===== src/core/icd_map.svh =====
// Constants for the instruction cycle decoder
`ifndef ICD_MAP_SVH
`define ICD_MAP_SVH

// Word and field geometry
`define ICD_WORD_W        14
`define ICD_FADDR_LSB     0
`define ICD_FADDR_W       7
`define ICD_DEST_BIT      7
`define ICD_BITNUM_LSB    7
`define ICD_BITNUM_W      3
`define ICD_LIT8_W        8
`define ICD_LIT11_W       11
`define ICD_MODE_LSB      0
`define ICD_MODE_W        2
`define ICD_PTR_MISC_BIT  2
`define ICD_PTR_OFS_BIT   6
`define ICD_STORE_MISC_BIT 3
`define ICD_STORE_OFS_BIT 7

// Indirect access port addresses, one per pointer
`define ICD_PORT0_ADDR    7'h00
`define ICD_PORT1_ADDR    7'h01
`define ICD_FADDR_MAX     7'h7F

// Timing
`define ICD_PHASES        4
`define ICD_PHASE_READ    2'h1
`define ICD_PHASE_LAST    2'h3
`define ICD_PHASE_RESET   2'h3
`define ICD_CYC_SINGLE    2'h1
`define ICD_CYC_DOUBLE    2'h2

// Opcode patterns, don't-care bits left open
`define ICD_PAT_EXIT_SUB  14'b00_0000_0000_1000
`define ICD_PAT_EXIT_INT  14'b00_0000_0000_1001
`define ICD_PAT_INV_ACC   14'b00_0000_0000_1010
`define ICD_PAT_JMP_ACC   14'b00_0000_0000_1011
`define ICD_PAT_IND_MISC  14'b00_0000_0001_????
`define ICD_PAT_CTRL      14'b00_0000_0???_????
`define ICD_PAT_DEC_SKIP  14'b00_1011_????_????
`define ICD_PAT_INC_SKIP  14'b00_1111_????_????
`define ICD_PAT_BYTE      14'b00_????_????_????
`define ICD_PAT_SKIP_BIT  14'b01_1???_????_????
`define ICD_PAT_BIT       14'b01_0???_????_????
`define ICD_PAT_INV_LIT   14'b10_0???_????_????
`define ICD_PAT_JMP_ABS   14'b10_1???_????_????
`define ICD_PAT_EXIT_LIT  14'b11_0100_????_????
`define ICD_PAT_JMP_REL   14'b11_001?_????_????
`define ICD_PAT_PTR_LIT   14'b11_0001_????_????
`define ICD_PAT_IND_OFS   14'b11_1111_????_????
`define ICD_PAT_SHIFT     14'b11_01??_????_????
`define ICD_PAT_CARRY_A   14'b11_1011_????_????
`define ICD_PAT_CARRY_B   14'b11_1101_????_????
`define ICD_PAT_LIT       14'b11_????_????_????

`endif


===== src/core/icd_pkg.sv =====
// Types for the instruction cycle decoder
package icd_pkg;

  typedef enum logic [3:0] {
    icd_cls_control,
    icd_cls_byte,
    icd_cls_bit,
    icd_cls_skip_bit,
    icd_cls_skip_count,
    icd_cls_literal,
    icd_cls_invoke,
    icd_cls_exit,
    icd_cls_jump,
    icd_cls_indirect_move
  } icd_class_t;

  typedef enum logic [1:0] {
    icd_mode_pre_inc,
    icd_mode_pre_dec,
    icd_mode_post_inc,
    icd_mode_post_dec
  } icd_ptr_mode_t;

  typedef enum logic {
    icd_seq_idle,
    icd_seq_run
  } icd_seq_t;

endpackage


===== src/core/icd_field_split.sv =====
// Operand field extraction from one instruction word
`timescale 1ns/1ps
`include "icd_map.svh"

module icd_field_split (
  instr_word,
  file_addr,
  dest_file,
  bit_num,
  lit8,
  lit11,
  ptr_mode,
  port_ref,
  port_ptr
);
  input  wire logic [`ICD_WORD_W-1:0]  instr_word;
  output logic [`ICD_FADDR_W-1:0]      file_addr;
  output logic                         dest_file;
  output logic [`ICD_BITNUM_W-1:0]     bit_num;
  output logic [`ICD_LIT8_W-1:0]       lit8;
  output logic [`ICD_LIT11_W-1:0]      lit11;
  output icd_pkg::icd_ptr_mode_t       ptr_mode;
  output logic                         port_ref;
  output logic                         port_ptr;

  always_comb begin
    file_addr = instr_word[`ICD_FADDR_LSB +: `ICD_FADDR_W];
    dest_file = instr_word[`ICD_DEST_BIT];
    bit_num   = instr_word[`ICD_BITNUM_LSB +: `ICD_BITNUM_W];
    lit8      = instr_word[`ICD_LIT8_W-1:0];
    lit11     = instr_word[`ICD_LIT11_W-1:0];
    ptr_mode  = icd_pkg::icd_ptr_mode_t'(instr_word[`ICD_MODE_LSB +: `ICD_MODE_W]);
    port_ref  = (file_addr == `ICD_PORT0_ADDR) || (file_addr == `ICD_PORT1_ADDR);
    port_ptr  = file_addr[0];
    casez (instr_word)
      `ICD_PAT_IND_MISC: begin
        port_ptr = instr_word[`ICD_PTR_MISC_BIT];
      end
      `ICD_PAT_IND_OFS: begin
        port_ptr = instr_word[`ICD_PTR_OFS_BIT];
      end
      default: begin
        port_ptr = file_addr[0];
      end
    endcase
  end

endmodule


===== src/core/icd_decode.sv =====
// Instruction classifier and four-phase cycle sequencer
`timescale 1ns/1ps
`include "icd_map.svh"

// Function
// - One 14-bit word holds opcode and operands
// - Ordinary instructions finish in one cycle
// - Both subroutine invokes take two cycles
// - All three exits take two cycles
// - Jumps take two cycles, skips two only when the skip is taken
// - Indirect port on program memory adds cycle
// - Each cycle is four oscillator clocks
// - File operand read, modified, then written
// - File read happens even for write-only, except indirect moves (loads and stores)
// - File address covers 0x00 to 0x7F
// - Destination bit picks accumulator or file
// - Bit field picks one of eight bits
// - Pointer field picks pointer 0 or 1
// - Mode field picks pre/post inc/dec
// - Don't-care bits never change execution
module icd_decode (
  sys_clk,
  reset,
  instr_word,
  instr_valid,
  ptr_in_prog,
  skip_taken,
  instr_ready,
  phase,
  cycle_start,
  busy,
  first_cycle,
  flush_cycle,
  instr_class,
  file_addr,
  dest_file,
  bit_num,
  lit8,
  lit11,
  ptr_sel,
  ptr_mode,
  indirect_prog,
  cycles_total,
  file_read_stb,
  file_write_stb,
  acc_write_stb,
  ptr_adjust_stb
);
  input  wire logic                    sys_clk;
  input  wire logic                    reset;
  input  wire logic [`ICD_WORD_W-1:0]  instr_word;
  input  wire logic                    instr_valid;
  input  wire logic [1:0]              ptr_in_prog;
  input  wire logic                    skip_taken;
  output logic                         instr_ready;
  output logic [1:0]                   phase;
  output logic                         cycle_start;
  output logic                         busy;
  output logic                         first_cycle;
  output logic                         flush_cycle;
  output icd_pkg::icd_class_t          instr_class;
  output logic [`ICD_FADDR_W-1:0]      file_addr;
  output logic                         dest_file;
  output logic [`ICD_BITNUM_W-1:0]     bit_num;
  output logic [`ICD_LIT8_W-1:0]       lit8;
  output logic [`ICD_LIT11_W-1:0]      lit11;
  output logic                         ptr_sel;
  output icd_pkg::icd_ptr_mode_t       ptr_mode;
  output logic                         indirect_prog;
  output logic [1:0]                   cycles_total;
  output logic                         file_read_stb;
  output logic                         file_write_stb;
  output logic                         acc_write_stb;
  output logic                         ptr_adjust_stb;

  // Classify by opcode; open pattern bits make don't-care bits inert
  function automatic icd_pkg::icd_class_t icd_classify(
    input logic [`ICD_WORD_W-1:0] w
  );
    icd_pkg::icd_class_t c;
    c = icd_pkg::icd_cls_literal;
    casez (w)
      `ICD_PAT_EXIT_SUB: c = icd_pkg::icd_cls_exit;
      `ICD_PAT_EXIT_INT: c = icd_pkg::icd_cls_exit;
      `ICD_PAT_INV_ACC:  c = icd_pkg::icd_cls_invoke;
      `ICD_PAT_JMP_ACC:  c = icd_pkg::icd_cls_jump;
      `ICD_PAT_IND_MISC: c = icd_pkg::icd_cls_indirect_move;
      `ICD_PAT_CTRL:     c = icd_pkg::icd_cls_control;
      `ICD_PAT_DEC_SKIP: c = icd_pkg::icd_cls_skip_count;
      `ICD_PAT_INC_SKIP: c = icd_pkg::icd_cls_skip_count;
      `ICD_PAT_BYTE:     c = icd_pkg::icd_cls_byte;
      `ICD_PAT_SKIP_BIT: c = icd_pkg::icd_cls_skip_bit;
      `ICD_PAT_BIT:      c = icd_pkg::icd_cls_bit;
      `ICD_PAT_INV_LIT:  c = icd_pkg::icd_cls_invoke;
      `ICD_PAT_JMP_ABS:  c = icd_pkg::icd_cls_jump;
      `ICD_PAT_EXIT_LIT: c = icd_pkg::icd_cls_exit;
      `ICD_PAT_JMP_REL:  c = icd_pkg::icd_cls_jump;
      `ICD_PAT_PTR_LIT:  c = icd_pkg::icd_cls_control;
      `ICD_PAT_IND_OFS:  c = icd_pkg::icd_cls_indirect_move;
      `ICD_PAT_SHIFT:    c = icd_pkg::icd_cls_byte;
      `ICD_PAT_CARRY_A:  c = icd_pkg::icd_cls_byte;
      `ICD_PAT_CARRY_B:  c = icd_pkg::icd_cls_byte;
      `ICD_PAT_LIT:      c = icd_pkg::icd_cls_literal;
      default:           c = icd_pkg::icd_cls_control;
    endcase
    return c;
  endfunction

  // Cycle count before any skip decision
  function automatic logic [1:0] icd_base_cycles(
    input icd_pkg::icd_class_t c
  );
    logic [1:0] n;
    n = `ICD_CYC_SINGLE;
    case (c)
      icd_pkg::icd_cls_invoke: n = `ICD_CYC_DOUBLE;
      icd_pkg::icd_cls_exit:   n = `ICD_CYC_DOUBLE;
      icd_pkg::icd_cls_jump:   n = `ICD_CYC_DOUBLE;
      default:                 n = `ICD_CYC_SINGLE;
    endcase
    return n;
  endfunction

  // Whether the class carries a file-register operand
  function automatic logic icd_has_file(
    input icd_pkg::icd_class_t c
  );
    return (c == icd_pkg::icd_cls_byte) || (c == icd_pkg::icd_cls_bit) ||
           (c == icd_pkg::icd_cls_skip_bit) || (c == icd_pkg::icd_cls_skip_count);
  endfunction

  logic [`ICD_FADDR_W-1:0]  sp_file_addr;
  logic                     sp_dest_file;
  logic [`ICD_BITNUM_W-1:0] sp_bit_num;
  logic [`ICD_LIT8_W-1:0]   sp_lit8;
  logic [`ICD_LIT11_W-1:0]  sp_lit11;
  icd_pkg::icd_ptr_mode_t   sp_ptr_mode;
  logic                     sp_port_ref;
  logic                     sp_port_ptr;

  icd_field_split u_split (
    .instr_word (instr_word),
    .file_addr  (sp_file_addr),
    .dest_file  (sp_dest_file),
    .bit_num    (sp_bit_num),
    .lit8       (sp_lit8),
    .lit11      (sp_lit11),
    .ptr_mode   (sp_ptr_mode),
    .port_ref   (sp_port_ref),
    .port_ptr   (sp_port_ptr)
  );

  // Sequencer state
  logic [1:0]               phase_q;
  logic [1:0]               phase_d;
  icd_pkg::icd_seq_t        seq_q;
  icd_pkg::icd_seq_t        seq_d;
  logic [1:0]               remain_q;
  logic [1:0]               remain_d;
  logic                     first_q;
  logic                     first_d;
  logic                     flush_q;
  logic                     flush_d;
  logic [1:0]               total_q;
  logic [1:0]               total_d;

  // Latched instruction
  icd_pkg::icd_class_t      class_q;
  icd_pkg::icd_class_t      class_d;
  logic [`ICD_FADDR_W-1:0]  faddr_q;
  logic [`ICD_FADDR_W-1:0]  faddr_d;
  logic                     dest_q;
  logic                     dest_d;
  logic [`ICD_BITNUM_W-1:0] bitn_q;
  logic [`ICD_BITNUM_W-1:0] bitn_d;
  logic [`ICD_LIT8_W-1:0]   lit8_q;
  logic [`ICD_LIT8_W-1:0]   lit8_d;
  logic [`ICD_LIT11_W-1:0]  lit11_q;
  logic [`ICD_LIT11_W-1:0]  lit11_d;
  logic                     ptr_q;
  logic                     ptr_d;
  icd_pkg::icd_ptr_mode_t   mode_q;
  icd_pkg::icd_ptr_mode_t   mode_d;
  logic                     indp_q;
  logic                     indp_d;
  logic                     store_q;
  logic                     store_d;

  logic                     end_cycle;
  logic                     accept;
  logic                     skip_extra;
  logic [1:0]               owed;
  icd_pkg::icd_class_t      new_class;
  logic                     new_port;
  logic                     new_indp;
  logic [1:0]               new_cycles;

  assign end_cycle   = (phase_q == `ICD_PHASE_LAST);
  assign new_class   = icd_classify(instr_word);
  assign new_port    = (new_class == icd_pkg::icd_cls_indirect_move) ||
                       (icd_has_file(new_class) && sp_port_ref);
  assign new_indp    = new_port && ptr_in_prog[sp_port_ptr];
  assign new_cycles  = icd_base_cycles(new_class) + {1'b0, new_indp};
  // Skip costs its second cycle only if taken, decided at end of cycle one
  assign skip_extra  = first_q && (seq_q == icd_pkg::icd_seq_run) &&
                       ((class_q == icd_pkg::icd_cls_skip_bit) ||
                        (class_q == icd_pkg::icd_cls_skip_count)) && skip_taken;
  assign owed        = remain_q + {1'b0, skip_extra};
  assign instr_ready = end_cycle && (owed == 2'h0);
  assign accept      = instr_ready && instr_valid;

  always_comb begin
    phase_d  = phase_q + 2'h1;
    seq_d    = seq_q;
    remain_d = remain_q;
    first_d  = first_q;
    flush_d  = flush_q;
    total_d  = total_q;
    class_d  = class_q;
    faddr_d  = faddr_q;
    dest_d   = dest_q;
    bitn_d   = bitn_q;
    lit8_d   = lit8_q;
    lit11_d  = lit11_q;
    ptr_d    = ptr_q;
    mode_d   = mode_q;
    indp_d   = indp_q;
    store_d  = store_q;
    if (end_cycle) begin
      if (owed != 2'h0) begin
        remain_d = owed - 2'h1;
        first_d  = 1'b0;
        flush_d  = 1'b1;
        if (skip_extra) begin
          total_d = total_q + 2'h1;
        end
      end else if (accept) begin
        seq_d    = icd_pkg::icd_seq_run;
        remain_d = new_cycles - 2'h1;
        first_d  = 1'b1;
        flush_d  = 1'b0;
        total_d  = new_cycles;
        class_d  = new_class;
        faddr_d  = sp_file_addr;
        dest_d   = sp_dest_file;
        bitn_d   = sp_bit_num;
        lit8_d   = sp_lit8;
        lit11_d  = sp_lit11;
        ptr_d    = sp_port_ptr;
        mode_d   = sp_ptr_mode;
        indp_d   = new_indp;
        store_d  = (new_class == icd_pkg::icd_cls_indirect_move) &&
                   (instr_word[13] ? instr_word[`ICD_STORE_OFS_BIT]
                                   : instr_word[`ICD_STORE_MISC_BIT]);
      end else begin
        seq_d   = icd_pkg::icd_seq_idle;
        first_d = 1'b0;
        flush_d = 1'b0;
      end
    end
  end

  always_ff @(posedge sys_clk) begin
    if (reset) begin
      phase_q  <= `ICD_PHASE_RESET;
      seq_q    <= icd_pkg::icd_seq_idle;
      remain_q <= 2'h0;
      first_q  <= 1'b0;
      flush_q  <= 1'b0;
      total_q  <= 2'h0;
    end else begin
      phase_q  <= phase_d;
      seq_q    <= seq_d;
      remain_q <= remain_d;
      first_q  <= first_d;
      flush_q  <= flush_d;
      total_q  <= total_d;
    end
  end

  always_ff @(posedge sys_clk) begin
    if (reset) begin
      class_q <= icd_pkg::icd_cls_control;
      faddr_q <= 7'h00;
      dest_q  <= 1'b0;
      bitn_q  <= 3'h0;
      lit8_q  <= 8'h00;
      lit11_q <= 11'h000;
      ptr_q   <= 1'b0;
      mode_q  <= icd_pkg::icd_mode_pre_inc;
      indp_q  <= 1'b0;
      store_q <= 1'b0;
    end else begin
      class_q <= class_d;
      faddr_q <= faddr_d;
      dest_q  <= dest_d;
      bitn_q  <= bitn_d;
      lit8_q  <= lit8_d;
      lit11_q <= lit11_d;
      ptr_q   <= ptr_d;
      mode_q  <= mode_d;
      indp_q  <= indp_d;
      store_q <= store_d;
    end
  end

  logic run_first;
  logic has_file;
  logic byte_like;

  assign run_first = (seq_q == icd_pkg::icd_seq_run) && first_q;
  assign has_file  = icd_has_file(class_q);
  assign byte_like = (class_q == icd_pkg::icd_cls_byte) ||
                     (class_q == icd_pkg::icd_cls_skip_count);

  assign phase         = phase_q;
  assign cycle_start   = (phase_q == 2'h0);
  assign busy          = (seq_q == icd_pkg::icd_seq_run);
  assign first_cycle   = run_first;
  assign flush_cycle   = flush_q;
  assign instr_class   = class_q;
  assign file_addr     = faddr_q;
  assign dest_file     = dest_q;
  assign bit_num       = bitn_q;
  assign lit8          = lit8_q;
  assign lit11         = lit11_q;
  assign ptr_sel       = ptr_q;
  assign ptr_mode      = mode_q;
  assign indirect_prog = indp_q;
  assign cycles_total  = total_q;
  // Read in the second phase for file-operand classes only, write in the last phase
  assign file_read_stb  = run_first && (phase_q == `ICD_PHASE_READ) && has_file;
  assign file_write_stb = run_first && end_cycle &&
                          ((byte_like && dest_q) ||
                           (class_q == icd_pkg::icd_cls_bit) ||
                           (class_q == icd_pkg::icd_cls_indirect_move && store_q));
  assign acc_write_stb  = run_first && end_cycle &&
                          ((byte_like && !dest_q) ||
                           (class_q == icd_pkg::icd_cls_literal) ||
                           (class_q == icd_pkg::icd_cls_exit) ||
                           (class_q == icd_pkg::icd_cls_indirect_move && !store_q));
  assign ptr_adjust_stb = run_first && end_cycle &&
                          (class_q == icd_pkg::icd_cls_indirect_move);

endmodule


===== config.mk =====
export PLATFORM = sky130hd
export DESIGN_NAME = icd_decode
export DESIGN_NICKNAME = d
export VERILOG_FILES = /design/src/core/icd_pkg.sv /design/src/core/icd_field_split.sv /design/src/core/icd_decode.sv
export VERILOG_INCLUDE_DIRS = /design/src /design/src/core
export SDC_FILE = /design/constraint.sdc
export NUM_CORES = 1
export LEC_CHECK = 0
export BUFFER_PORTS_ARGS = -buffer_cell sky130_fd_sc_hd__buf_2
export CAP_MARGIN = 20
export CORE_AREA = 5 5 57 110
export CTS_BUF_LIST = sky130_fd_sc_hd__clkbuf_2
export DETAILED_ROUTE_END_ITERATION = 10
export DIE_AREA = 0 0 62 115
export HOLD_SLACK_MARGIN = 0.15
export PLACE_DENSITY_LB_ADDON = 0.12
export SYNTH_ARGS = -nofsm -noshare
export SYNTH_HDL_FRONTEND = slang
export SYNTH_SLANG_ARGS = --single-unit

===== constraint.sdc =====
create_clock -name sys_clk -period 4.6 [get_ports sys_clk]
set_input_delay 0.46 -clock sys_clk [delete_from_list [all_inputs] [get_ports sys_clk]]
set_output_delay 0.46 -clock sys_clk [all_outputs]
set_load 0.005 [all_outputs]

==> impl_metrics.env <==
export IMPL_outcome="complete, no violations"
export IMPL_first_pass_iters=4
export IMPL_h_tree_depth=1
export IMPL_reg2regPathDepth=10
export IMPL_drive_above_1_share=0.3102
export IMPL_worst_slew_pin_slew_ps=797.8
export IMPL_fin_ws_ps=1510
export IMPL_p_seq_frac=0.508
export IMPL_synthFlopType="dfxtp_1"
export IMPL_crit_path_max_incr_delay_ps=650
export IMPL_hold_viol_final=0
export IMPL_ant_nets=0
export IMPL_critPathTopFamily="simple AND/OR/NAND/NOR gates"
export IMPL_critPathMaxFanout=21
export IMPL_fin_nets=300
export IMPL_grt_start_max_net_pins=29
export IMPL_multi_input_area_um2=1022
export IMPL_p_total_w=0.0005477
export IMPL_busiest_layer="met2"
export IMPL_dieArea_um2=7130
export IMPL_cp_endpoint="store_q$_SDFFE_PP0P_"
export IMPL_p_leak_nw=0.9466
export IMPL_ff_latch_area_um2=540.5
export IMPL_cts_buffers=3
export IMPL_synth_edff_count=0
export IMPL_crit_top_cell="a21oi_1"
export IMPL_fillCellCount=576
export IMPL_yosys_cell_types_count=55
export IMPL_pre_cts_ws_ps=1384
export IMPL_synth_simple_area_share=0.3070
export IMPL_grt_pass1_wl_um=7810
export IMPL_syn_nets=255
export IMPL_clock_sinks=27
export IMPL_p_clk_frac=0.173
export IMPL_diodes=0
export IMPL_max_cap_viol_count=0
export IMPL_syn_to_final_growth_pct=14.13
export IMPL_synth_area_mux_share=0.02238
export IMPL_fin_worst_skew_ps=17.00
export IMPL_cts_tree="done"
export IMPL_numPortBuffers=70
export IMPL_clock_fmax_mhz=323.7
export IMPL_syn_area_um2=1789
export IMPL_synth_area_leader_cell="dfxtp_1"
export IMPL_start_kind="flip-flop"
export IMPL_endpoint_kind="flip-flop"
export IMPL_report_final_slew_viol_count=0
export IMPL_path_cells="or3b_4 -> a21oi_1 -> ha_1 -> xor2_1 -> nor2_1 -> nand2_1 -> inv_1 -> and2_1 -> nand3_1 -> a21oi_1"
export IMPL_detail_route_wl_per_cell_um=14.51
export IMPL_r2r_slack_ps=1510
export IMPL_post_cts_buffers=0
export IMPL_relSlewSlack=0.4681
export IMPL_cp_num_buf_inv=1
export IMPL_holdPathStages=3
export IMPL_ios=71
export IMPL_routed_wl_um=4845
export IMPL_grt_overflow=0
export IMPL_synth_xor_area_frac=0.01469
export IMPL_die_h_um=115
export IMPL_layoutNonFillerInstCount=334
export IMPL_comb_power_share=0.318
export IMPL_drcViolationCount=0
export IMPL_vdd_drop_max_v=0.0001508
export IMPL_fin_crit_sh=0.6717
export IMPL_viasPerCell=5.219
export IMPL_r2r_start="instr_class[2]$_SDFFE_PP0P_"
export IMPL_gr_usage_met1=0.1884
export IMPL_hold_class="input pin to flip-flop"
export IMPL_cts_path_max_buffers=2
export IMPL_grt_pass1_vias=1608
export IMPL_grt_total_usage=0.1405
export IMPL_ctsHoldBuffers=0
export IMPL_fin_setup_tns_ps=0
export IMPL_internal_power_w=0.0003564
export IMPL_chipWidth_um=62
export IMPL_root_buffer="clkbuf_2"
export IMPL_use_met2=0.2320
export IMPL_rows=38
export IMPL_dp_cells=330
export IMPL_rsz0062_at_grt="no"
export IMPL_final_setup_viol_count=0
export IMPL_cp_data_arrival_time_ps=3390
export IMPL_synth_top_cells_by_area="dfxtp_1 30%, buf_4 8.8%, nand2_1 6.1%"
export IMPL_core_area_um2=5325
export IMPL_reg2reg_to="store_q$_SDFFE_PP0P_"
export IMPL_start_util=0.3360
export IMPL_p_sw_frac=0.3493
export IMPL_place_congestion=0.8632
export IMPL_switchingPower_w=0.0001913
export IMPL_worstPathRequired_ps=4900
export IMPL_netlist_area_leader_share=0.3021
export IMPL_period_needed_ps=3090
export IMPL_ys_ff_latch=27
export IMPL_vias=1743
export IMPL_cp_slowest_cell="and2_1"
export IMPL_hold_start="instr_word[0]"
export IMPL_clk_latency_ps=360
export IMPL_ys_warn_count=0
export IMPL_synth_compound_area_frac=0.1867
export IMPL_avgSynthCellArea_um2=7.779
export IMPL_post_synth_fa_ha_maj_area_fraction=0.04056
export IMPL_drt_iter0_markers=73
export IMPL_powerDensity_nw_per_um2=268.2
export IMPL_cts_resized=0
export IMPL_antenna_found_initial=0
export IMPL_async_reset_ff_frac=0
export IMPL_met3_usage=0.01461
export IMPL_clk_pin_slew_ps=270
export IMPL_cp_depth=10
export IMPL_synth_top_family_by_area="simple AND/OR/NAND/NOR gates"
export IMPL_detailed_place_hpwl_um=3731
export IMPL_seq_area_frac_synth=0.3021
export IMPL_startpoint="instr_class[2]$_SDFFE_PP0P_"
export IMPL_syn_inst=230
export IMPL_crit_type="flip-flop to flip-flop"
==> per-layer routing <==
layer / vias up / wire length (µm) / part of all wire
met5: - / 0 / 0
met2: 53 / 2415 / 0.50
li1: 878 / - / -
met4: 0 / 29 / 0.0060
met3: 2 / 303 / 0.063
met1: 810 / 2096 / 0.43
==> cells in the final DEF (no fill, tap or decap), types with 4 or more instances in the layout <==
master,count
a21oi_1,21
nand4_1,4
ha_1,5
buf_2,70
nand2_1,29
nor3b_1,4
inv_1,7
nand2b_1,6
o21bai_1,4
dfxtp_1,27
mux2i_1,4
nor3_1,8
clkbuf_2,4
nor2_1,23
and2_1,6
nand3_1,5
==> Yosys cell counts, drive strengths merged (3+ instances only) <==
cell    instances
clkbuf          7
o21ai           3
ha              5
and2            6
a21oi          21
nand4           4
buf            24
nand3           5
nand2b          6
nor2           23
dfxtp          27
nand2          29
nor3b           4
nor3            8
mux2i           4
inv             7
o31ai           3
o21bai          4
==> flip-flops by register name, summed over array words and instances, names as in the netlist, 2 cells and up <==
name          cells
cycles_total      2
lit11             2
instr_class       4
file_addr         6
remain_q          2
bit_num           2
phase             2
==> final cells by class <==
| type | count | share of cell area |
|---|---|---|
| clock buffers | 4 | 0.009804 |
| inverters | 7 | 0.01287 |
| flip-flops and latches | 27 | 0.2647 |
| well taps | 60 | 0.03676 |
| multi-input cells | 165 | 0.5006 |
| repair buffers | 71 | 0.1752 |
==> power groups by stage <==
| stage | clock network (W) | registers, W | logic, W |
|---|---|---|---|
| floorplan | 0 | 0.000282 | 0.000123 |
| global placement | 0 | 0.000282 | 0.000176 |
| detailed placement | 0 | 0.000284 | 0.000176 |
| CTS | 0.000105 | 0.000279 | 0.000177 |
| global route | 0.000114 | 0.000284 | 0.000197 |
| finish | 0.0000950 | 0.000278 | 0.000174 |
==> worst min-delay path by stage <==
stage / end / slack (ps)
2_1_floorplan: phase[0]$_SDFF_PP1_ / 430
3_3_place_gp: phase[0]$_SDFF_PP1_ / 420
3_5_place_dp: lit11[10]$_SDFFE_PP0P_ / 450
4_1_cts: file_addr[0]$_SDFFE_PP0P_ / 290
5_1_grt: file_addr[0]$_SDFFE_PP0P_ / 270
6_report: file_addr[0]$_SDFFE_PP0P_ / 320
==> worst reg2reg max path, stage by stage (launching register included) <==
cell     delay (ps)
dfxtp_1         530
or3b_4          440
a21oi_1         190
ha_1            220
xor2_1          160
nor2_1          220
nand2_1         100
inv_1           100
and2_1          650
nand3_1         250
a21oi_1         190
==> through the flow <==
| stage | hold slack (ps) | utilization | area (µm²) |
|---|---|---|---|
| final | 322.1 | 0.3835 | 2042 |
| after detailed placement | 449.1 | 0.3797 | 2022 |
| after global placement | 424.4 | 0.3797 | 2022 |
| after CTS | 287.5 | 0.3835 | 2042 |
| after floorplan | 430.7 | - | 1789 |
| after global routing | 266.8 | 0.3835 | 2042 |
==> cells by family (layout without fill, tap and decap cells) <==
family | Yosys count | count (layout)
AND/OR/NAND/NOR | 104 | 104
AO/OA/AOI/OAI | 48 | 48
buffers and inverters | 38 | 82
flip-flops | 27 | 27
adder cells (fa/ha/maj) | 6 | 6
multiplexers | 4 | 4
XOR/XNOR | 3 | 3
No activity file was read; power rests on OpenSTA's default activity.
